--- src/include/pwm_param_pkg.sv ---
// Purpose: shared constants of the PWM shift parameter register bank
// Assumes: AXI4-Lite with 32-bit data, one aligned word per register
// Notes:   offsets are byte addresses
package pwm_param_pkg;

	localparam int unsigned ADDR_W     = 8;
	localparam int unsigned DATA_W     = 32;
	localparam int unsigned PARAM_W    = 16;
	localparam int unsigned TASK_W     = 4;
	localparam int unsigned STRB_W     = DATA_W / 8;

	// register byte offsets
	localparam logic [ADDR_W-1:0] OFS_SPEED_THRESH = 8'h00;
	localparam logic [ADDR_W-1:0] OFS_PERIOD_COPY  = 8'h04;
	localparam logic [ADDR_W-1:0] OFS_MIN_PULSE    = 8'h08;
	localparam logic [ADDR_W-1:0] OFS_STATUS       = 8'h0C;

	// word alignment
	localparam int unsigned       ALIGN_LSB        = 2;
	localparam logic [1:0]        ALIGN_ZERO       = 2'h0;

	// reset values
	localparam logic [PARAM_W-1:0] PARAM_RESET     = 16'h0000;
	localparam logic [DATA_W-1:0]  WORD_ZERO       = 32'h0000_0000;

	// status field positions
	localparam int unsigned ST_LOW_SPEED      = 0;
	localparam int unsigned ST_LOW_SPEED_PREV = 1;
	localparam int unsigned ST_PULSE_SHORT    = 4;
	localparam int unsigned ST_PULSE_PREV     = 5;

	// AXI responses
	localparam logic [1:0] RESP_OKAY   = 2'h0;
	localparam logic [1:0] RESP_DECERR = 2'h3;

	// task numbers of the engine sequencer
	localparam logic [TASK_W-1:0] TASK_OUT_CTRL1 = 4'h0;
	localparam logic [TASK_W-1:0] TASK_TRIGGER   = 4'h1;
	localparam logic [TASK_W-1:0] TASK_OUT_CTRL2 = 4'h9;

	function automatic logic [PARAM_W-1:0] min2(input logic [PARAM_W-1:0] a, input logic [PARAM_W-1:0] b);
		min2 = (a < b) ? a : b;
	endfunction : min2

	function automatic logic [PARAM_W-1:0] max2(input logic [PARAM_W-1:0] a, input logic [PARAM_W-1:0] b);
		max2 = (a < b) ? b : a;
	endfunction : max2

endpackage : pwm_param_pkg

--- src/core/phase_spread.sv ---
// Purpose: smallest duty and smallest disparity of the three phase compares
// Assumes: compares are unsigned counts of the pwm counter clock
// Notes:   purely combinational
module phase_spread
	import pwm_param_pkg::*;
(
	// phase compares
	input  wire logic [PARAM_W-1:0] phase_u_compare,
	input  wire logic [PARAM_W-1:0] phase_v_compare,
	input  wire logic [PARAM_W-1:0] phase_w_compare,
	// results
	output logic      [PARAM_W-1:0] min_duty,
	output logic      [PARAM_W-1:0] min_disparity
);

	wire logic [PARAM_W-1:0] lo_uv;
	wire logic [PARAM_W-1:0] hi_uv;
	wire logic [PARAM_W-1:0] lo_all;
	wire logic [PARAM_W-1:0] hi_all;
	wire logic [PARAM_W-1:0] mid_all;
	wire logic [PARAM_W-1:0] gap_low;
	wire logic [PARAM_W-1:0] gap_high;

	// sort three values
	assign lo_uv    = min2(phase_u_compare, phase_v_compare);
	assign hi_uv    = max2(phase_u_compare, phase_v_compare);
	assign lo_all   = min2(lo_uv, phase_w_compare);
	assign hi_all   = max2(hi_uv, phase_w_compare);
	assign mid_all  = max2(lo_uv, min2(hi_uv, phase_w_compare));

	// neighbouring gaps
	assign gap_low  = mid_all - lo_all;
	assign gap_high = hi_all - mid_all;

	assign min_duty      = lo_all;
	assign min_disparity = min2(gap_low, gap_high);

endmodule : phase_spread

--- src/core/flag_pair.sv ---
// Purpose: one result flag with its previous value
// Assumes: update is a one-cycle pulse
// Notes:   previous value takes the old flag on every update
module flag_pair (
	// clock and reset
	input  wire logic clk,
	input  wire logic rst_n,
	// update
	input  wire logic update,
	input  wire logic value,
	// state
	output logic      flag_q,
	output logic      prev_q
);

	always_ff @(posedge clk or negedge rst_n) begin
		if (!rst_n) begin
			flag_q <= 1'b0;
			prev_q <= 1'b0;
		end else if (update) begin
			flag_q <= value;
			prev_q <= flag_q;
		end
	end

endmodule : flag_pair

--- src/core/motor_pwm_shift_param_regs.sv ---
// Purpose: pwm shift parameter registers of the motor vector engine
// Assumes: task sequencer gives one-cycle task_start pulses with a task number
// Notes:   registers reached over AXI4-Lite; status word is read only
//
// Contract
// RULE1: speed threshold holds a 16-bit writable switching speed for pwm shift.
// RULE2: software writes threshold as switch Hz over max_rotation_speed times 2^15.
// RULE3: threshold consulted only in task 0, shift on, single shunt, method 1; the low_speed flag here compares it without method 1 too.
// RULE4: software loads period copy with the pwm timer unit period value.
// RULE5: stored period is used in tasks 0, 9 and 1.
// RULE6: task 0 shift single shunt: min pulse is least phase disparity reference.
// RULE7: task 9: min pulse is least phase duty reference.
// RULE8: task 0 shift single shunt: low speed flag set when speed below threshold.
// RULE9: bits 31-16 read zero, ignore writes; all zero after reset.
module motor_pwm_shift_param_regs
	import pwm_param_pkg::*;
(
	// clock and reset
	input  wire logic                clk,
	input  wire logic                rst_n,
	// axi write address
	input  wire logic                s_axi_awvalid,
	output logic                     s_axi_awready,
	input  wire logic [ADDR_W-1:0]   s_axi_awaddr,
	input  wire logic [2:0]          s_axi_awprot,
	// axi write data
	input  wire logic                s_axi_wvalid,
	output logic                     s_axi_wready,
	input  wire logic [DATA_W-1:0]   s_axi_wdata,
	input  wire logic [STRB_W-1:0]   s_axi_wstrb,
	// axi write response
	output logic                     s_axi_bvalid,
	input  wire logic                s_axi_bready,
	output logic      [1:0]          s_axi_bresp,
	// axi read address
	input  wire logic                s_axi_arvalid,
	output logic                     s_axi_arready,
	input  wire logic [ADDR_W-1:0]   s_axi_araddr,
	input  wire logic [2:0]          s_axi_arprot,
	// axi read data
	output logic                     s_axi_rvalid,
	input  wire logic                s_axi_rready,
	output logic      [DATA_W-1:0]   s_axi_rdata,
	output logic      [1:0]          s_axi_rresp,
	// task sequencer
	input  wire logic                task_start,
	input  wire logic [TASK_W-1:0]   task_id,
	input  wire logic                pwm_shift_en,
	input  wire logic                single_shunt,
	input  wire logic                shift_method1,
	input  wire logic [PARAM_W-1:0]  rotation_speed,
	input  wire logic [PARAM_W-1:0]  phase_u_compare,
	input  wire logic [PARAM_W-1:0]  phase_v_compare,
	input  wire logic [PARAM_W-1:0]  phase_w_compare,
	// parameters to the engine
	output logic      [PARAM_W-1:0]  task_period,
	output logic                     task_period_valid,
	output logic                     low_speed,
	output logic                     low_speed_prev,
	output logic                     shift1_low_speed,
	output logic                     pulse_short,
	output logic                     pulse_short_prev
);

	////////////////////////////////////////////////////////////////////////////
	// register storage

	logic [PARAM_W-1:0] speed_thresh_q;
	logic [PARAM_W-1:0] period_copy_q;
	logic [PARAM_W-1:0] min_pulse_q;

	////////////////////////////////////////////////////////////////////////////
	// write channel capture

	logic               aw_held_q;
	logic [ADDR_W-1:0]  aw_addr_q;
	logic               w_held_q;
	logic [DATA_W-1:0]  w_data_q;
	logic [STRB_W-1:0]  w_strb_q;
	logic               bvalid_q;
	logic [1:0]         bresp_q;

	wire logic          aw_take;
	wire logic          w_take;
	wire logic          aw_have;
	wire logic          w_have;
	wire logic [ADDR_W-1:0] wr_addr;
	wire logic [DATA_W-1:0] wr_data;
	wire logic [STRB_W-1:0] wr_strb;
	wire logic          wr_fire;
	wire logic          wr_aligned;
	wire logic          wr_thresh;
	wire logic          wr_period;
	wire logic          wr_minpls;
	wire logic          wr_status;
	wire logic          wr_hit;
	wire logic [PARAM_W-1:0] wr_mask;
	wire logic [PARAM_W-1:0] thresh_d;
	wire logic [PARAM_W-1:0] period_d;
	wire logic [PARAM_W-1:0] minpls_d;

	assign s_axi_awready = !aw_held_q && !bvalid_q;
	assign s_axi_wready  = !w_held_q && !bvalid_q;
	assign aw_take       = s_axi_awvalid && s_axi_awready;
	assign w_take        = s_axi_wvalid && s_axi_wready;
	assign aw_have       = aw_held_q || aw_take;
	assign w_have        = w_held_q || w_take;
	assign wr_fire       = aw_have && w_have && !bvalid_q;
	assign wr_addr       = aw_held_q ? aw_addr_q : s_axi_awaddr;
	assign wr_data       = w_held_q ? w_data_q : s_axi_wdata;
	assign wr_strb       = w_held_q ? w_strb_q : s_axi_wstrb;

	// address decode of the write
	assign wr_aligned = (wr_addr[ALIGN_LSB-1:0] == ALIGN_ZERO);
	assign wr_thresh  = wr_aligned && (wr_addr == OFS_SPEED_THRESH);
	assign wr_period  = wr_aligned && (wr_addr == OFS_PERIOD_COPY);
	assign wr_minpls  = wr_aligned && (wr_addr == OFS_MIN_PULSE);
	assign wr_status  = wr_aligned && (wr_addr == OFS_STATUS);
	assign wr_hit     = wr_thresh || wr_period || wr_minpls || wr_status;

	// only the low two byte lanes reach storage; upper lanes are dropped
	assign wr_mask  = {{8{wr_strb[1]}}, {8{wr_strb[0]}}};                       // [RULE9]
	assign thresh_d = (speed_thresh_q & ~wr_mask) | (wr_data[PARAM_W-1:0] & wr_mask);  // [RULE1]
	assign period_d = (period_copy_q & ~wr_mask) | (wr_data[PARAM_W-1:0] & wr_mask);
	assign minpls_d = (min_pulse_q & ~wr_mask) | (wr_data[PARAM_W-1:0] & wr_mask);

	always_ff @(posedge clk or negedge rst_n) begin
		if (!rst_n) begin
			aw_held_q <= 1'b0;
			aw_addr_q <= '0;
		end else if (wr_fire) begin
			aw_held_q <= 1'b0;
		end else if (aw_take) begin
			aw_held_q <= 1'b1;
			aw_addr_q <= s_axi_awaddr;
		end
	end

	always_ff @(posedge clk or negedge rst_n) begin
		if (!rst_n) begin
			w_held_q <= 1'b0;
			w_data_q <= WORD_ZERO;
			w_strb_q <= '0;
		end else if (wr_fire) begin
			w_held_q <= 1'b0;
		end else if (w_take) begin
			w_held_q <= 1'b1;
			w_data_q <= s_axi_wdata;
			w_strb_q <= s_axi_wstrb;
		end
	end

	always_ff @(posedge clk or negedge rst_n) begin
		if (!rst_n) begin
			bvalid_q <= 1'b0;
			bresp_q  <= RESP_OKAY;
		end else if (wr_fire) begin
			bvalid_q <= 1'b1;
			bresp_q  <= wr_hit ? RESP_OKAY : RESP_DECERR;
		end else if (s_axi_bready) begin
			bvalid_q <= 1'b0;
		end
	end

	assign s_axi_bvalid = bvalid_q;
	assign s_axi_bresp  = bresp_q;

	////////////////////////////////////////////////////////////////////////////
	// parameter registers

	always_ff @(posedge clk or negedge rst_n) begin
		if (!rst_n) begin
			speed_thresh_q <= PARAM_RESET;                                     // [RULE9]
			period_copy_q  <= PARAM_RESET;
			min_pulse_q    <= PARAM_RESET;
		end else if (wr_fire) begin
			if (wr_thresh) begin
				speed_thresh_q <= thresh_d;                                    // [RULE1]
			end
			if (wr_period) begin
				period_copy_q <= period_d;
			end
			if (wr_minpls) begin
				min_pulse_q <= minpls_d;
			end
		end
	end

	////////////////////////////////////////////////////////////////////////////
	// task decode

	wire logic is_task0;
	wire logic is_task1;
	wire logic is_task9;
	wire logic shift_1shunt;
	wire logic speed_update;
	wire logic pulse_update;
	wire logic pulse_value;
	wire logic speed_below;
	wire logic [PARAM_W-1:0] min_duty;
	wire logic [PARAM_W-1:0] min_disparity;

	assign is_task0     = task_start && (task_id == TASK_OUT_CTRL1);
	assign is_task1     = task_start && (task_id == TASK_TRIGGER);
	assign is_task9     = task_start && (task_id == TASK_OUT_CTRL2);
	assign shift_1shunt = pwm_shift_en && single_shunt;

	// low speed judgement against the threshold
	assign speed_below  = rotation_speed < speed_thresh_q;                    // [RULE8]
	assign speed_update = is_task0 && shift_1shunt;                           // [RULE8]

	phase_spread u_spread (
		.phase_u_compare (phase_u_compare),
		.phase_v_compare (phase_v_compare),
		.phase_w_compare (phase_w_compare),
		.min_duty        (min_duty),
		.min_disparity   (min_disparity)
	);

	// disparity check in task 0, duty check in task 9
	assign pulse_update = (is_task0 && shift_1shunt) || is_task9;
	assign pulse_value  = is_task9 ? (min_duty < min_pulse_q)                 // [RULE7]
	                               : (min_disparity < min_pulse_q);           // [RULE6]

	flag_pair u_speed_flag (
		.clk    (clk),
		.rst_n  (rst_n),
		.update (speed_update),
		.value  (speed_below),
		.flag_q (low_speed),
		.prev_q (low_speed_prev)
	);

	flag_pair u_pulse_flag (
		.clk    (clk),
		.rst_n  (rst_n),
		.update (pulse_update),
		.value  (pulse_value),
		.flag_q (pulse_short),
		.prev_q (pulse_short_prev)
	);

	////////////////////////////////////////////////////////////////////////////
	// outputs to the engine

	logic [PARAM_W-1:0] task_period_q;
	logic               task_period_valid_q;
	logic               shift1_low_q;
	wire logic          period_task;

	assign period_task = is_task0 || is_task1 || is_task9;                    // [RULE5]

	always_ff @(posedge clk or negedge rst_n) begin
		if (!rst_n) begin
			task_period_q       <= PARAM_RESET;
			task_period_valid_q <= 1'b0;
		end else begin
			task_period_valid_q <= period_task;
			if (period_task) begin
				task_period_q <= period_copy_q;                                // [RULE5]
			end
		end
	end

	// threshold verdict for shift method 1 only
	always_ff @(posedge clk or negedge rst_n) begin
		if (!rst_n) begin
			shift1_low_q <= 1'b0;
		end else if (speed_update) begin
			shift1_low_q <= shift_method1 && speed_below;                      // [RULE3]
		end
	end

	assign task_period       = task_period_q;
	assign task_period_valid = task_period_valid_q;
	assign shift1_low_speed  = shift1_low_q;

	////////////////////////////////////////////////////////////////////////////
	// read channel

	logic               rvalid_q;
	logic [DATA_W-1:0]  rdata_q;
	logic [1:0]         rresp_q;
	wire logic          ar_take;
	wire logic          rd_aligned;
	wire logic          rd_hit;
	wire logic [DATA_W-1:0] status_word;
	wire logic [DATA_W-1:0] rd_word;

	assign s_axi_arready = !rvalid_q;
	assign ar_take       = s_axi_arvalid && s_axi_arready;
	assign rd_aligned    = (s_axi_araddr[ALIGN_LSB-1:0] == ALIGN_ZERO);

	assign status_word = WORD_ZERO
		| (DATA_W'(low_speed)        << ST_LOW_SPEED)
		| (DATA_W'(low_speed_prev)   << ST_LOW_SPEED_PREV)
		| (DATA_W'(pulse_short)      << ST_PULSE_SHORT)
		| (DATA_W'(pulse_short_prev) << ST_PULSE_PREV);

	// upper half of every parameter word reads zero
	assign rd_hit  = rd_aligned && ((s_axi_araddr == OFS_SPEED_THRESH) || (s_axi_araddr == OFS_PERIOD_COPY)
	                 || (s_axi_araddr == OFS_MIN_PULSE) || (s_axi_araddr == OFS_STATUS));
	assign rd_word = !rd_aligned                      ? WORD_ZERO
	               : (s_axi_araddr == OFS_SPEED_THRESH) ? DATA_W'(speed_thresh_q)    // [RULE9]
	               : (s_axi_araddr == OFS_PERIOD_COPY)  ? DATA_W'(period_copy_q)
	               : (s_axi_araddr == OFS_MIN_PULSE)    ? DATA_W'(min_pulse_q)
	               : (s_axi_araddr == OFS_STATUS)       ? status_word
	               : WORD_ZERO;

	always_ff @(posedge clk or negedge rst_n) begin
		if (!rst_n) begin
			rvalid_q <= 1'b0;
			rdata_q  <= WORD_ZERO;
			rresp_q  <= RESP_OKAY;
		end else if (ar_take) begin
			rvalid_q <= 1'b1;
			rdata_q  <= rd_word;
			rresp_q  <= rd_hit ? RESP_OKAY : RESP_DECERR;
		end else if (s_axi_rready) begin
			rvalid_q <= 1'b0;
		end
	end

	assign s_axi_rvalid = rvalid_q;
	assign s_axi_rdata  = rdata_q;
	assign s_axi_rresp  = rresp_q;

endmodule : motor_pwm_shift_param_regs

--- config.mk ---
export PLATFORM = sky130hd
export DESIGN_NAME = motor_pwm_shift_param_regs
export DESIGN_NICKNAME = d
export VERILOG_FILES = /design/src/include/pwm_param_pkg.sv /design/src/core/phase_spread.sv /design/src/core/flag_pair.sv /design/src/core/motor_pwm_shift_param_regs.sv
export SDC_FILE = /design/constraint.sdc
export NUM_CORES = 1
export LEC_CHECK = 0
export ABC_CLOCK_PERIOD_IN_PS = 7900
export BUFFER_PORTS_ARGS = -buffer_cell sky130_fd_sc_hd__clkbuf_2
export CORE_MARGIN = 3
export CORE_UTILIZATION = 53
export DETAILED_ROUTE_END_ITERATION = 8
export GPL_TIMING_DRIVEN = 0
export MAX_ROUTING_LAYER = met4
export PLACE_DENSITY_LB_ADDON = 0.3
export REMOVE_ABC_BUFFERS = 1
export SLEW_MARGIN = 5
export SYNTH_ARGS = -nofsm -noshare
export SYNTH_HDL_FRONTEND = slang
export SYNTH_SLANG_ARGS = --single-unit
--- constraint.sdc ---
create_clock -name clk -period 7.9 [get_ports clk]
set_input_delay 0.79 -clock clk [delete_from_list [all_inputs] [get_ports clk]]
set_output_delay 0.79 -clock clk [all_outputs]
set_load 0.1 [all_outputs]
* Yosys cells after proc, flatten, opt, wreduce, memory -nomap -nowiden
Index checks and enable logic that the tools add are counted.
** Storage, ports and cells
- Register bits after elaboration :: 136
- Input bits :: 137
- Output and inout bits :: 63
- Word-level logic and storage cells :: 123
** Cells by class
- Add/sub/neg operators :: 2
- Magnitude comparators :: 8
- Equality and inequality tests :: 8
- Muxes and demuxes :: 26
- Bitwise operators :: 12
- Reductions and logical operators :: 47
** Operator list (number)
- 2-to-1 mux 16 bit :: 12
- less-than comparator 16 bit :: 8
- AND 16 bit :: 4
- bitwise OR 16 bit :: 3
- equality test 8 x 4 -> 1 bit, second input constant :: 4
- subtractor 16 bit :: 2
- logical AND 1 bit :: 18
- equality test 8 x 3 -> 1 bit, second input constant :: 2
- zero test 8 bit :: 2
- NOT 16 bit :: 1
- logical OR 1 bit :: 11
- AND reduction 2 bit :: 5
- 2-to-1 mux 1 bit :: 9
- 2-to-1 mux 8 bit :: 1
- nonzero test 2 bit :: 4
- 2-to-1 mux 2 bit :: 3
- 2-to-1 mux 6 bit :: 1
- bitwise OR 5 x 6 -> 6 bit :: 1
- bitwise OR 2 x 5 -> 5 bit :: 1
- equality test 4 x 1 -> 1 bit, second input constant :: 1
- equality test 4 bit, second input constant :: 1
- zero test 1 bit :: 4
- zero test 2 bit :: 2
- zero test 4 bit :: 1
- 2 further kinds :: 2

* Longest topological paths before layout
Gate-level depths: netlist of run 1.
- Depth after elaboration :: 11
- Depth in mapped cells :: 64
- Depth with buffers taken out :: 57

* Hierarchy
From an unflattened synthesis of run 1, not the netlist that was laid out.
** Second synthesis, totals
- Cell total of the unflattened synthesis :: 1313
- Area total of the unflattened synthesis :: 11039.3 µm²
** By module, submodules not included
- motor_pwm_shift_param_regs :: times used 1, cells each 598, area an instance 6104.6 µm², sequential area each 2852.7 µm²
- phase_spread :: times used 1, cells each 707, area an instance 4789.6 µm², sequential area each 0.0 µm²
- flag_pair :: times used 2, cells each 4, area an instance 72.6 µm², sequential area each 50.0 µm²

* Least setup slack after synthesis of run 1
OpenSTA, ideal clock, no wires.
- Path type :: input port to flip-flop
- From :: input port phase_v_compare[15]
- To :: register u_pulse_flag.flag_q
- Data arrival time :: 12.142 ns
- Setup slack :: -4.378 ns
- Stages :: 60
- Path through :: inv_1 ha_1 nand2_1 o21ai_0 nor3_1 a21oi_2 clkbuf_1 clkbuf_1 clkbuf_1 o21ai_0 ha_1 o21a_1 o21a_1 o21ai_0 a2111oi_0 a2bb2oi_1 and2_4 buf_6 [24 not listed] a41o_1 a41o_1 nor2_1 xor2_1 ha_1 a2111oi_0 o21ai_0 a21oi_1 and2_1 clkbuf_1 clkbuf_1 o21ai_0 ha_1 nand2_1 a21oi_1 o221ai_1 a2111oi_0 o211ai_1
** Between the ends
- Word-level cells in the longest chain between the ends :: 11
- Elaborated cells on any way between the ends :: 17
- Classes of those cells :: add/sub: 2; order compare: 7; mux: 8
** Ends and longest elaborated chain
- start, declared :: line motor_pwm_shift_param_regs.sv:53 : input wire logic [PARAM_W-1:0] phase_v_compare,
- less-than comparator 16 bit :: line pwm_param_pkg.sv:42, pwm_param_pkg.sv:46
- 2-to-1 mux 16 bit :: line pwm_param_pkg.sv:46 : max2 = (a < b) ? b : a;
- less-than comparator 16 bit :: line pwm_param_pkg.sv:42, pwm_param_pkg.sv:46
- 2-to-1 mux 16 bit :: line pwm_param_pkg.sv:42 : min2 = (a < b) ? a : b;
- less-than comparator 16 bit :: line pwm_param_pkg.sv:46
- 2-to-1 mux 16 bit :: line pwm_param_pkg.sv:46
- subtractor 16 bit (on tied branches) :: line phase_spread.sv:32, phase_spread.sv:33
- less-than comparator 16 bit :: line pwm_param_pkg.sv:42
- 2-to-1 mux 16 bit :: line pwm_param_pkg.sv:42
- less-than comparator 16 bit :: line motor_pwm_shift_param_regs.sv:223 : : (min_disparity < min_pulse_q);
- 2-to-1 mux 1 bit * :: line motor_pwm_shift_param_regs.sv:222 : assign pulse_value = is_task9 ? (min_duty < min_pulse_q)
- end signal, assigned :: line flag_pair.sv:21 : flag_q <= value;
- end, declared :: line flag_pair.sv:12 : output logic flag_q,
Mark *: on every way between the ends. The rest lies on a longest branch, timed or not.
A chain may end at the register's enable or synchronous reset.

* Worst setup path in the final report of run 1
- From :: input port phase_v_compare[9]
- To :: register u_pulse_flag.flag_q
Same word-level chain as after synthesis.

==> run summary, run 1 <==
Total power: 7968 uW
Number of warning messages in the yosys log: 0
Highest net fanout along the worst path: 8
Placement Setup Slack: -6.973 ns
Worst slack on hold paths: 0.2521 ns
Number of flip-flops and latches in the synthesized netlist: 118
Dpl hpwl: 22.17 mm
Layout Skew: 0.006802 ns
Post-layout min period: 11.74 ns
Via-per-instance ratio: 6.052
Routed Antenna Nets: 0
Area of the core: 20360 um^2
Slack of the critical path: -3.836 ns
Initial antenna violation count: 1
Dominant cells by area after synthesis: sky130_fd_sc_hd__dfrtp_1 (27%), sky130_fd_sc_hd__ha_1 (17%), sky130_fd_sc_hd__a21oi_1 (5.6%)
Proportion of total power due to net switching: 48.95%
Yosys top cell area share: 26.78%
Global-route wire length before repair: 50.79 mm
Dominant delay contributor by cell family on the critical path: compound AO/OA/AOI/OAI gates
Total overflow reported by the global router: 0
Share of layout cells above drive strength 1: 31.68%
Post-Route WL: 37.51 mm
Clock buffers created by TritonCTS: 17
Slowest cell on the critical path: sky130_fd_sc_hd__a21boi_2
Hold/Removal Path Class: primary input to asynchronous set/reset pin
Top achievable clock speed: 85.21 MHz
Tcrit/Tclk final: 148.6%
Sink Count: 118
Most frequent cell after synthesis: sky130_fd_sc_hd__ha_1
Reg2Reg Launch Point: w_held_q
Placed inst area: 11930 um^2
Max IR drop VDD: 0.0004387 V
Die height: 150.2 um
Max-slew violation count: 0
Actual slew at the worst max-slew pin: 1.312 ns
Sequential share of the synthesized area: 26.78%
Finish-stage setup viols: 1
Hold Vio Cnt, Final: 0
Die footprint: 22570 um^2
Worst Path Buf+Inv: 10
Horizontal extent of the die: 150.2 um
Count of flip-flops with a built-in enable after synthesis: 0
Count of input and output buffers: 159
Starting density of the core: 54.13%
Number of violations reported at the end of detailed-routing iteration 0: 811
Global-route usage over all layers: 28.83%
Cell type with the highest occurrence count on the critical path: sky130_fd_sc_hd__a21oi_2
Combinational group share of total power: 79.1%
Drc violations: 1
Violated checks: design-rule violations, negative setup slack
Weighted congestion at the end of routability-driven global placement: 0.9210
Worst setup EP type: flip-flop
CTS tree: yes
Primary FF master, synth: sky130_fd_sc_hd__dfrtp_1
DR vias: 11.31k
Delay of the slowest cell on the worst path: 0.54 ns
Number of hold-repair buffers added at the cts stage: 0
Depth of the most critical reg-to-reg path: 7
Number of global-route vias before repair: 10.55k
Switching power total: 3901 uW
Critical path required time: 8.22 ns
Max_cap viols: 0
Kind of launch point of the worst setup path: primary input
Number of top-level pins: 200
Worst reg2reg setup slack: 4.29 ns
Ys async rst share: 100.0%
Layout area overhead: 31.22%
Deepest clock path buffer count: 2
Library cell used as clock root buffer: sky130_fd_sc_hd__clkbuf_16
Post-synthesis average cell area: 8.270 um^2
Critical path data arrival time: 12.05 ns
RSZ-0062 raised after global routing: yes
Total leakage power: 0.007144 uW
Portion of total power attributed to sequential cells: 11.9%
Number of detailed-route iterations in the first pass: 7
Final design instance area without fill: 14470 um^2
Worst slew margin: 12.52%
Layout net count: 1869
PD cells: 550.8 nW/um^2
Internal Dissipation: 4067 uW
H-tree levels: 4
Startpoint-to-endpoint class of the critical path: primary input to flip-flop
Status: complete, but fails checks
Top cell type by total area after synthesis: sky130_fd_sc_hd__dfrtp_1
Pin count of the biggest net entering global routing: 94
Total Neg Setup Slack: -3.836 ns
Clock network fraction of design power: 8.9%
Number of instances in the synthesized netlist: 1333
# rows: 52
Clock-pin transition on the worst setup and hold timing paths: 0.05 ns
Ranking of synthesized cells by instance count: sky130_fd_sc_hd__ha_1 (146), sky130_fd_sc_hd__nand2_1 (143), sky130_fd_sc_hd__nor2_1 (132)
Clock latency at the later pin of the worst-skew pair: 0.41 ns
Wire per inst: 20.08 um
Number of distinct library cell variants in the gate-level netlist after synthesis: 79
Netlist area before placement: 11020 um^2
[repair_timing]
item | in CTS | in global routing
setup buffers | 69 | 40
cloned | 10 | 1
pin swaps | 62 | 95
resized for setup | 120 | 136
setup endpoints to repair | 1 | 1
[per-layer routing]
layer | up-vias | part of all wire, % | wire, um | track usage, %
met1 | 5310 | 38 | 14150 | 34.87
met5 | - | 0 | 0 | -
met4 | 0 | 5.7 | 2146 | 12.63
met2 | 612 | 47 | 17520 | 48.21
li1 | 5211 | - | - | -
met3 | 173 | 9.9 | 3697 | 4.124
[how the worst max path moves through the flow]
| stage | start | to | slack [ns] | cells after the start |
|---|---|---|---|---|
| after floorplan | phase_v_compare[7] | u_pulse_flag.flag_q | -3.76 | 46 |
| after CTS | phase_v_compare[1] | u_pulse_flag.flag_q | -2.79 | 53 |
| final | phase_v_compare[9] | u_pulse_flag.flag_q | -3.84 | 57 |
| after global routing | phase_v_compare[9] | u_pulse_flag.flag_q | -4.05 | 61 |
| after detailed placement | phase_v_compare[15] | u_pulse_flag.flag_q | -6.97 | 50 |
| after global placement | phase_v_compare[15] | u_pulse_flag.flag_q | -6.69 | 50 |
[cells in the final DEF, fill, tap and decap left out, types with 6 or more instances in the layout]
master and n:
sky130_fd_sc_hd__mux2i_1 36, sky130_fd_sc_hd__clkbuf_2 148, sky130_fd_sc_hd__o21ai_0 57, sky130_fd_sc_hd__o21ai_4 13, sky130_fd_sc_hd__nor2_2 6, sky130_fd_sc_hd__o21ai_2 18, sky130_fd_sc_hd__nand2_1 132, sky130_fd_sc_hd__o21ai_1 16
sky130_fd_sc_hd__a21oi_4 12, sky130_fd_sc_hd__clkbuf_16 17, sky130_fd_sc_hd__nand3_1 21, sky130_fd_sc_hd__a21o_1 62, sky130_fd_sc_hd__mux2_2 42, sky130_fd_sc_hd__xor2_1 14, sky130_fd_sc_hd__a21oi_1 107, sky130_fd_sc_hd__and3_1 7
sky130_fd_sc_hd__buf_6 16, sky130_fd_sc_hd__nand2_2 9, sky130_fd_sc_hd__a21oi_2 14, sky130_fd_sc_hd__nor2b_1 6, sky130_fd_sc_hd__o21a_1 9, sky130_fd_sc_hd__nand4_1 16, sky130_fd_sc_hd__buf_4 99, sky130_fd_sc_hd__nor3_1 12
sky130_fd_sc_hd__ha_2 6, sky130_fd_sc_hd__dfrtp_1 118, sky130_fd_sc_hd__nand2b_1 12, sky130_fd_sc_hd__ha_1 120, sky130_fd_sc_hd__nor2_1 125, sky130_fd_sc_hd__inv_1 116, sky130_fd_sc_hd__conb_1 16, sky130_fd_sc_hd__ha_4 20
sky130_fd_sc_hd__xnor2_1 12
[stage by stage]
stage,std cells,utilization (%)
floorplan,1285,-
global placement,1714,58.37
detailed placement,1715,58.56
CTS,1826,66.34
global route,1868,71.04
finish,1868,71.04
[final cells by class]
type,count,area (um^2)
well taps,270,337.8
repair buffers,269,1775
clock inverters,9,77.57
fillers,1484,5898
clock buffers,23,467.9
diodes,1,2.502
inverters,124,483.0
multi-input cells,1054,8369
flip-flops and latches,118,2953
[cells by family after synthesis]
logic type	share of synthesized area, %
AOI/OAI and AO/OA	22.49
xor gates and xnor gates	2.599
adders and majority gates	17.22
buffers and inverters	7.195
DFF	26.78
muxes	8.750
other	0.03402
and+or+nand+nor	14.92
[power groups by stage]
stage | combinational, uW | clock (uW) | sequential, uW
floorplan | 3300 | 0 | 1150
global placement | 4330 | 0 | 945
detailed placement | 4520 | 0 | 952
CTS | 5260 | 716 | 947
global route | 6890 | 741 | 973
finish | 6300 | 712 | 951
[worst register-to-register path: cells and delay by family (launching register included)]
kind	cells	cell delay [ns]
AND/OR/NAND/NOR	6	2.14
flip-flops	1	1.21
AO/OA/AOI/OAI	1	0.18
No activity file was read; power rests on OpenSTA's default activity.
==> inputs of run 2 (changes only) <==
--- a/config.mk
+++ b/config.mk
@@ -7,12 +7,12 @@
 export LEC_CHECK = 0
 export ABC_CLOCK_PERIOD_IN_PS = 7900
 export BUFFER_PORTS_ARGS = -buffer_cell sky130_fd_sc_hd__clkbuf_2
-export CORE_MARGIN = 3
+export CORE_MARGIN = 4
 export CORE_UTILIZATION = 53
 export DETAILED_ROUTE_END_ITERATION = 8
 export GPL_TIMING_DRIVEN = 0
 export MAX_ROUTING_LAYER = met4
-export PLACE_DENSITY_LB_ADDON = 0.3
+export PLACE_DENSITY = 0.75
 export REMOVE_ABC_BUFFERS = 1
 export SLEW_MARGIN = 5
 export SYNTH_ARGS = -nofsm -noshare
==> run 2 against run 1 <==
Effect of this change:
- the flow finishes with violations (negative setup slack)
- wire length shrank 10%
- critical path depth decreased by 1
- worst hold slack got worse by 0.055 ns
- worst setup slack improved by 0.69 ns
- cell area decreased by 2.9%
- final cell count is 2.0% lower
- count of clock-buffer cells in the layout fell by 2
- clock skew grew 0.0022 ns
- non-clock buffer count is 35 lower
- flip-flop and latch count is the same
- fmax is 6.3% higher
- largest cell class unchanged
==> run summary, run 2 (synthesis gave the netlist of run 1 again) <==
Wire per inst: 18.43 um
Delay of the slowest cell on the worst path: 0.48 ns
Storage element area: 2953 um^2
Hold/Removal Path Class: primary input to asynchronous set/reset pin
Hold Vio Cnt, Final: 0
Global-route wire length before repair: 51.97 mm
Horizontal extent of the die: 152.2 um
Max_cap viols: 0
Die footprint: 23170 um^2
Clock-pin transition on the worst setup and hold timing paths: 0.06 ns
Layout area overhead: 27.40%
Count of input and output buffers: 159
Commonest non-fill, non-tap cell in the layout: sky130_fd_sc_hd__clkbuf_2
Dpl hpwl: 22.44 mm
H-tree levels: 4
Post-layout min period: 11.04 ns
Post-Route WL: 33.74 mm
Top achievable clock speed: 90.55 MHz
Violated checks: negative setup slack
Startpoint-to-endpoint class of the critical path: primary input to flip-flop
Layout Skew: 0.008977 ns
Worst Path Buf+Inv: 7
Sink Count: 118
Number of global-route vias before repair: 10.70k
Library cell used as clock root buffer: sky130_fd_sc_hd__clkbuf_16
Slowest cell on the critical path: sky130_fd_sc_hd__a221o_2
DR vias: 10.95k
Pin count of the biggest net entering global routing: 111
Cell type with the highest occurrence count on the critical path: sky130_fd_sc_hd__a21o_1
Via-per-instance ratio: 5.980
Routed Antenna Nets: 0
Critical path data arrival time: 11.36 ns
Global-route usage over all layers: 27.43%
Share of layout cells above drive strength 1: 28.33%
CTS tree: yes
Total overflow reported by the global router: 0
Area of the core: 20360 um^2
Highest net fanout along the worst path: 7
Max-slew violation count: 0
Worst slew margin: 16.02%
Worst slack on hold paths: 0.1970 ns
Worst setup EP type: flip-flop
GRT met1 Usage: 34.02%
Number of hold-repair buffers added at the cts stage: 0
# rows: 52
Clock latency at the later pin of the worst-skew pair: 0.41 ns
Starting density of the core: 54.13%
Kind of launch point of the worst setup path: primary input
Clock buffers created by TritonCTS: 17
Met3 usage: 4.118%
Slack of the critical path: -3.143 ns
Most frequent cells in the layout: sky130_fd_sc_hd__clkbuf_2 (150), sky130_fd_sc_hd__nand2_1 (136), sky130_fd_sc_hd__ha_1 (131)
Deepest clock path buffer count: 2
Number of top-level pins: 200
Combined area of the multi-input logic cells: 8168 um^2
Fraction of met2 tracks used by global routing: 45.55%
Layout net count: 1832
RSZ-0062 raised after global routing: yes
Number of detailed-route iterations in the first pass: 5
Finish-stage setup viols: 1
Weighted congestion at the end of routability-driven global placement: 0.9246
Critical path required time: 8.22 ns
Tcrit/Tclk final: 139.8%
Die height: 152.2 um
Number of violations reported at the end of detailed-routing iteration 0: 863
Status: complete, but fails checks
Drc violations: 0
Most utilized layer in the global route result: met2
Initial antenna violation count: 1
Final-layout fill cell count: 1519
Actual slew at the worst max-slew pin: 1.260 ns
Dominant delay contributor by cell family on the critical path: compound AO/OA/AOI/OAI gates
[run 2: routing by layer]
metal	routed length (um)	share of wire, %
met5	0	0
met4	1208	3.6
met3	2473	7.3
met2	16150	48
met1	13900	41
[run 2: stage by stage]
stage	setup TNS, ns	instance area, um^2	instances	setup slack (ns)	util [%]
after detailed placement	-6.910	11930	1715	-6.910	58.56
final	-3.143	14040	1831	-3.143	68.97
after global routing	-3.579	14040	1831	-3.579	68.97
after CTS	-2.791	13490	1805	-2.791	66.24
after global placement	-6.751	11890	1714	-6.751	58.37
after floorplan	-3.760	10750	1285	-3.760	-
[run 2: final timing paths]
check	slack (ns)	start	cells past startpoint	endpoint
worst max-delay path	-3.14	phase_v_compare[10]	56	u_pulse_flag.flag_q
worst min-delay path	0.20	rst_n	1	w_data_q[13]
worst max register to register	4.37	w_held_q	7	flip-flop
worst min register to register	0.48	task_period[10]	2	task_period[10]
max in group asynchronous	6.95	rst_n	2	w_data_q[2]
min in group clk	0.48	task_period[10]	2	task_period[10]
[run 2: final cells by class]
cell class | instances | share of cell area (%)
inverters | 124 | 3.350
clock buffers | 21 | 3.278
multi-input cells | 1052 | 58.16
diodes | 1 | 0.01782
flip-flops and latches | 118 | 21.02
clock inverters | 11 | 1.069
repair buffers | 234 | 10.70
well taps | 270 | 2.405
[run 2: timing repair]
item                       CTS  global route
gates cloned                 9             0
setup endpoints to repair    1             1
setup buffers               49            25
pin swaps                   57            64
resized for setup          124            74
[run 2: worst register-to-register path: cells and delay by family (launching register included)]
kind             cells  cell delay, ns
AO/OA/AOI/OAI        1            0.17
flip-flops           1            1.17
AND/OR/NAND/NOR      6            2.11
Power of run 2 is left out: the tool's default activity adds up to more than one toggle a clock period on the data nets, which glitch-free logic cannot reach.
==> inputs of run 3 (changes only) <==
--- a/config.mk
+++ b/config.mk
@@ -8,11 +8,11 @@
 export ABC_CLOCK_PERIOD_IN_PS = 7900
 export BUFFER_PORTS_ARGS = -buffer_cell sky130_fd_sc_hd__clkbuf_2
 export CORE_MARGIN = 4
-export CORE_UTILIZATION = 53
+export CORE_UTILIZATION = 49
 export DETAILED_ROUTE_END_ITERATION = 8
 export GPL_TIMING_DRIVEN = 0
 export MAX_ROUTING_LAYER = met4
-export PLACE_DENSITY = 0.75
+export PLACE_DENSITY = 0.71
 export REMOVE_ABC_BUFFERS = 1
 export SLEW_MARGIN = 5
 export SYNTH_ARGS = -nofsm -noshare
==> run 3 against run 2 <==
Effect of this change:
- the run still ends with negative setup slack left
- sequential share of layout area increased by 0.23 points
- critical endpoint unchanged
- critical path type unchanged
- count of clock-buffer cells in the layout decreased by 3
- utilization decreased by 5.7 points
- final cell count increased by 1.1%
- first-iteration DRC count decreased by 12%
- cell area decreased by 1.1%
- critical path depth decreased by 2
- wire length decreased by 2.1%
==> run summary, run 3 (synthesis gave the netlist of run 1 again) <==
Status: complete, but fails checks
Violated checks: negative setup slack
Critical path data arrival time: 11.46 ns
Highest net fanout along the worst path: 8
Final-layout fill cell count: 1815
Top achievable clock speed: 89.75 MHz
Number of global-route vias before repair: 10.83k
RSZ-0062 raised after global routing: yes
Worst slew margin: 15.72%
Share of layout cells above drive strength 1: 27.58%
Worst reg2reg setup slack: 4.44 ns
DR vias: 10.70k
Pin count of the biggest net entering global routing: 105
Horizontal extent of the die: 158.0 um
Max_cap viols: 0
Drc violations: 0
Sink Count: 118
Die height: 158.0 um
Layout area overhead: 26.00%
Deepest clock path buffer count: 2
Startpoint-to-endpoint class of the critical path: primary input to flip-flop
Layout net count: 1842
Post-Route WL: 33.04 mm
Clock-pin transition on the worst setup and hold timing paths: 0.06 ns
Number of hold-repair buffers added at the cts stage: 0
Non-filler cells, final: 1851
Delay of the slowest cell on the worst path: 0.45 ns
Clock latency at the later pin of the worst-skew pair: 0.41 ns
Combined area of the multi-input logic cells: 7993 um^2
Total overflow reported by the global router: 0
Initial antenna violation count: 1
Tcrit/Tclk final: 141.0%
Area of the core: 21960 um^2
Global-route wire length before repair: 52.92 mm
Clock buffers created by TritonCTS: 17
Global-route usage over all layers: 27.08%
Library cell used as clock root buffer: sky130_fd_sc_hd__clkbuf_16
Starting density of the core: 50.21%
Total Neg Setup Slack: -3.243 ns
Total leakage power: 0.006981 uW
Routed Antenna Nets: 0
Slowest cell on the critical path: sky130_fd_sc_hd__a2111oi_4
Timing endpoint of the critical path: u_pulse_flag.flag_q
Number of detailed-route iterations in the first pass: 5
Depth of the most critical reg-to-reg path: 7
Die footprint: 24960 um^2
Critical path required time: 8.22 ns
Commonest non-fill, non-tap cell in the layout: sky130_fd_sc_hd__clkbuf_2
Max IR drop VDD: 0.0003884 V
CTS tree: yes
Cell type with the highest occurrence count on the critical path: sky130_fd_sc_hd__ha_1
Reg2Reg Launch Point: w_held_q
PD cells: 528.4 nW/um^2
Worst setup EP type: flip-flop
Count of input and output buffers: 159
Layout Skew: 0.008305 ns
Kind of launch point of the worst setup path: primary input
Post-layout min period: 11.14 ns
Slack of the critical path: -3.243 ns
H-tree levels: 4
Launch point of the worst path: phase_u_compare[13]
Dpl hpwl: 22.87 mm
Via-per-instance ratio: 5.782
DP Cell Count: 1725
Hold/Removal Path Class: primary input to asynchronous set/reset pin
Most frequent cells in the layout: sky130_fd_sc_hd__clkbuf_2 (155), sky130_fd_sc_hd__ha_1 (137), sky130_fd_sc_hd__nand2_1 (135)
Finish-stage setup viols: 1
Actual slew at the worst max-slew pin: 1.253 ns
Wire per inst: 17.85 um
Max-slew violation count: 0
Number of violations reported at the end of detailed-routing iteration 0: 758
Hold Vio Cnt, Final: 0
Number of top-level pins: 200
Weighted congestion at the end of routability-driven global placement: 0.9214
# rows: 54
Storage element area: 2953 um^2
-- run 3: cell count changes in the layout (fill, tap and decap cells not counted), moves of 4 or more --
cell	previous run	this run
sky130_fd_sc_hd__nor2_2	7	1
sky130_fd_sc_hd__nor2_1	125	130
sky130_fd_sc_hd__buf_4	67	77
sky130_fd_sc_hd__buf_6	10	6
sky130_fd_sc_hd__ha_1	131	137
sky130_fd_sc_hd__ha_4	13	6
sky130_fd_sc_hd__clkbuf_2	150	155
-- run 3: final cells by class --
class,instances,area share [%]
Antenna cell,1,0.01801
Clock buffer,18,3.162
Timing Repair Buffer,244,10.97
Inverter,124,3.423
Clock inverter,14,1.108
Multi-Input combinational cell,1052,57.54
Tap cell,280,2.522
Sequential cell,118,21.26
-- run 3: worst min path at each step --
stage                    startpoint              end  slack [ns]  cells past startpoint
finish                        rst_n     w_data_q[13]        0.22                      1
global placement    task_period[10]  task_period[10]        0.46                      2
detailed placement  task_period[11]  task_period[11]        0.46                      2
global route                  rst_n     w_data_q[12]        0.21                      1
floorplan                 flip-flop   task_period[4]        0.46                      2
CTS                           rst_n     w_data_q[12]        0.21                      1
-- run 3: per-layer routing --
metal / global-route usage, % / share of wire, % / routed length [um] / vias up
met2: 44.63 / 48 / 15700 / 422
met1: 33.51 / 43 / 14160 / 5035
met4: 10.64 / 3.3 / 1094 / 0
met3: 4.265 / 6.3 / 2087 / 80
met5: - / 0 / 0 / -
li1: - / - / - / 5166
-- run 3: worst max-delay path, delay by kind of cell --
kind                     cells  cell delay [ns]
XOR/XNOR                     1             0.28
adder cells (fa/ha/maj)      7             2.24
multiplexers                 1             0.09
AO/OA/AOI/OAI               27             5.15
AND/OR/NAND/NOR             12             2.11
buffers and inverters        6             0.75
-- run 3: stage by stage --
step                hold WS [ns]  total power (uW)  cell area [um^2]  utilization (%)  setup WS (ns)
floorplan                 0.4561              4457             10750                -         -3.760
global placement          0.4606              5300             11900            54.19         -6.886
detailed placement        0.4621              5502             11940            54.37         -7.137
CTS                       0.2126              7090             13800            62.83         -2.787
global route              0.2131              7976             13890            63.26         -3.608
finish                    0.2184              7340             13890            63.26         -3.243
-- run 3: power breakdown --
part / total, uW / internal, uW / switching [uW]
logic: 5630 / 2480 / 3150
clock network: 764 / 474 / 290
registers: 950 / 785 / 165
total: 7340 / 3740 / 3600
-- run 3: timing repair --
| action | CTS | global route |
|---|---|---|
| setup buffers | 83 | 4 |
| gates cloned | 9 | 0 |
| gates resized for setup | 149 | 11 |
| pin swaps | 79 | 13 |
| endpoints found under the setup margin | 1 | 1 |
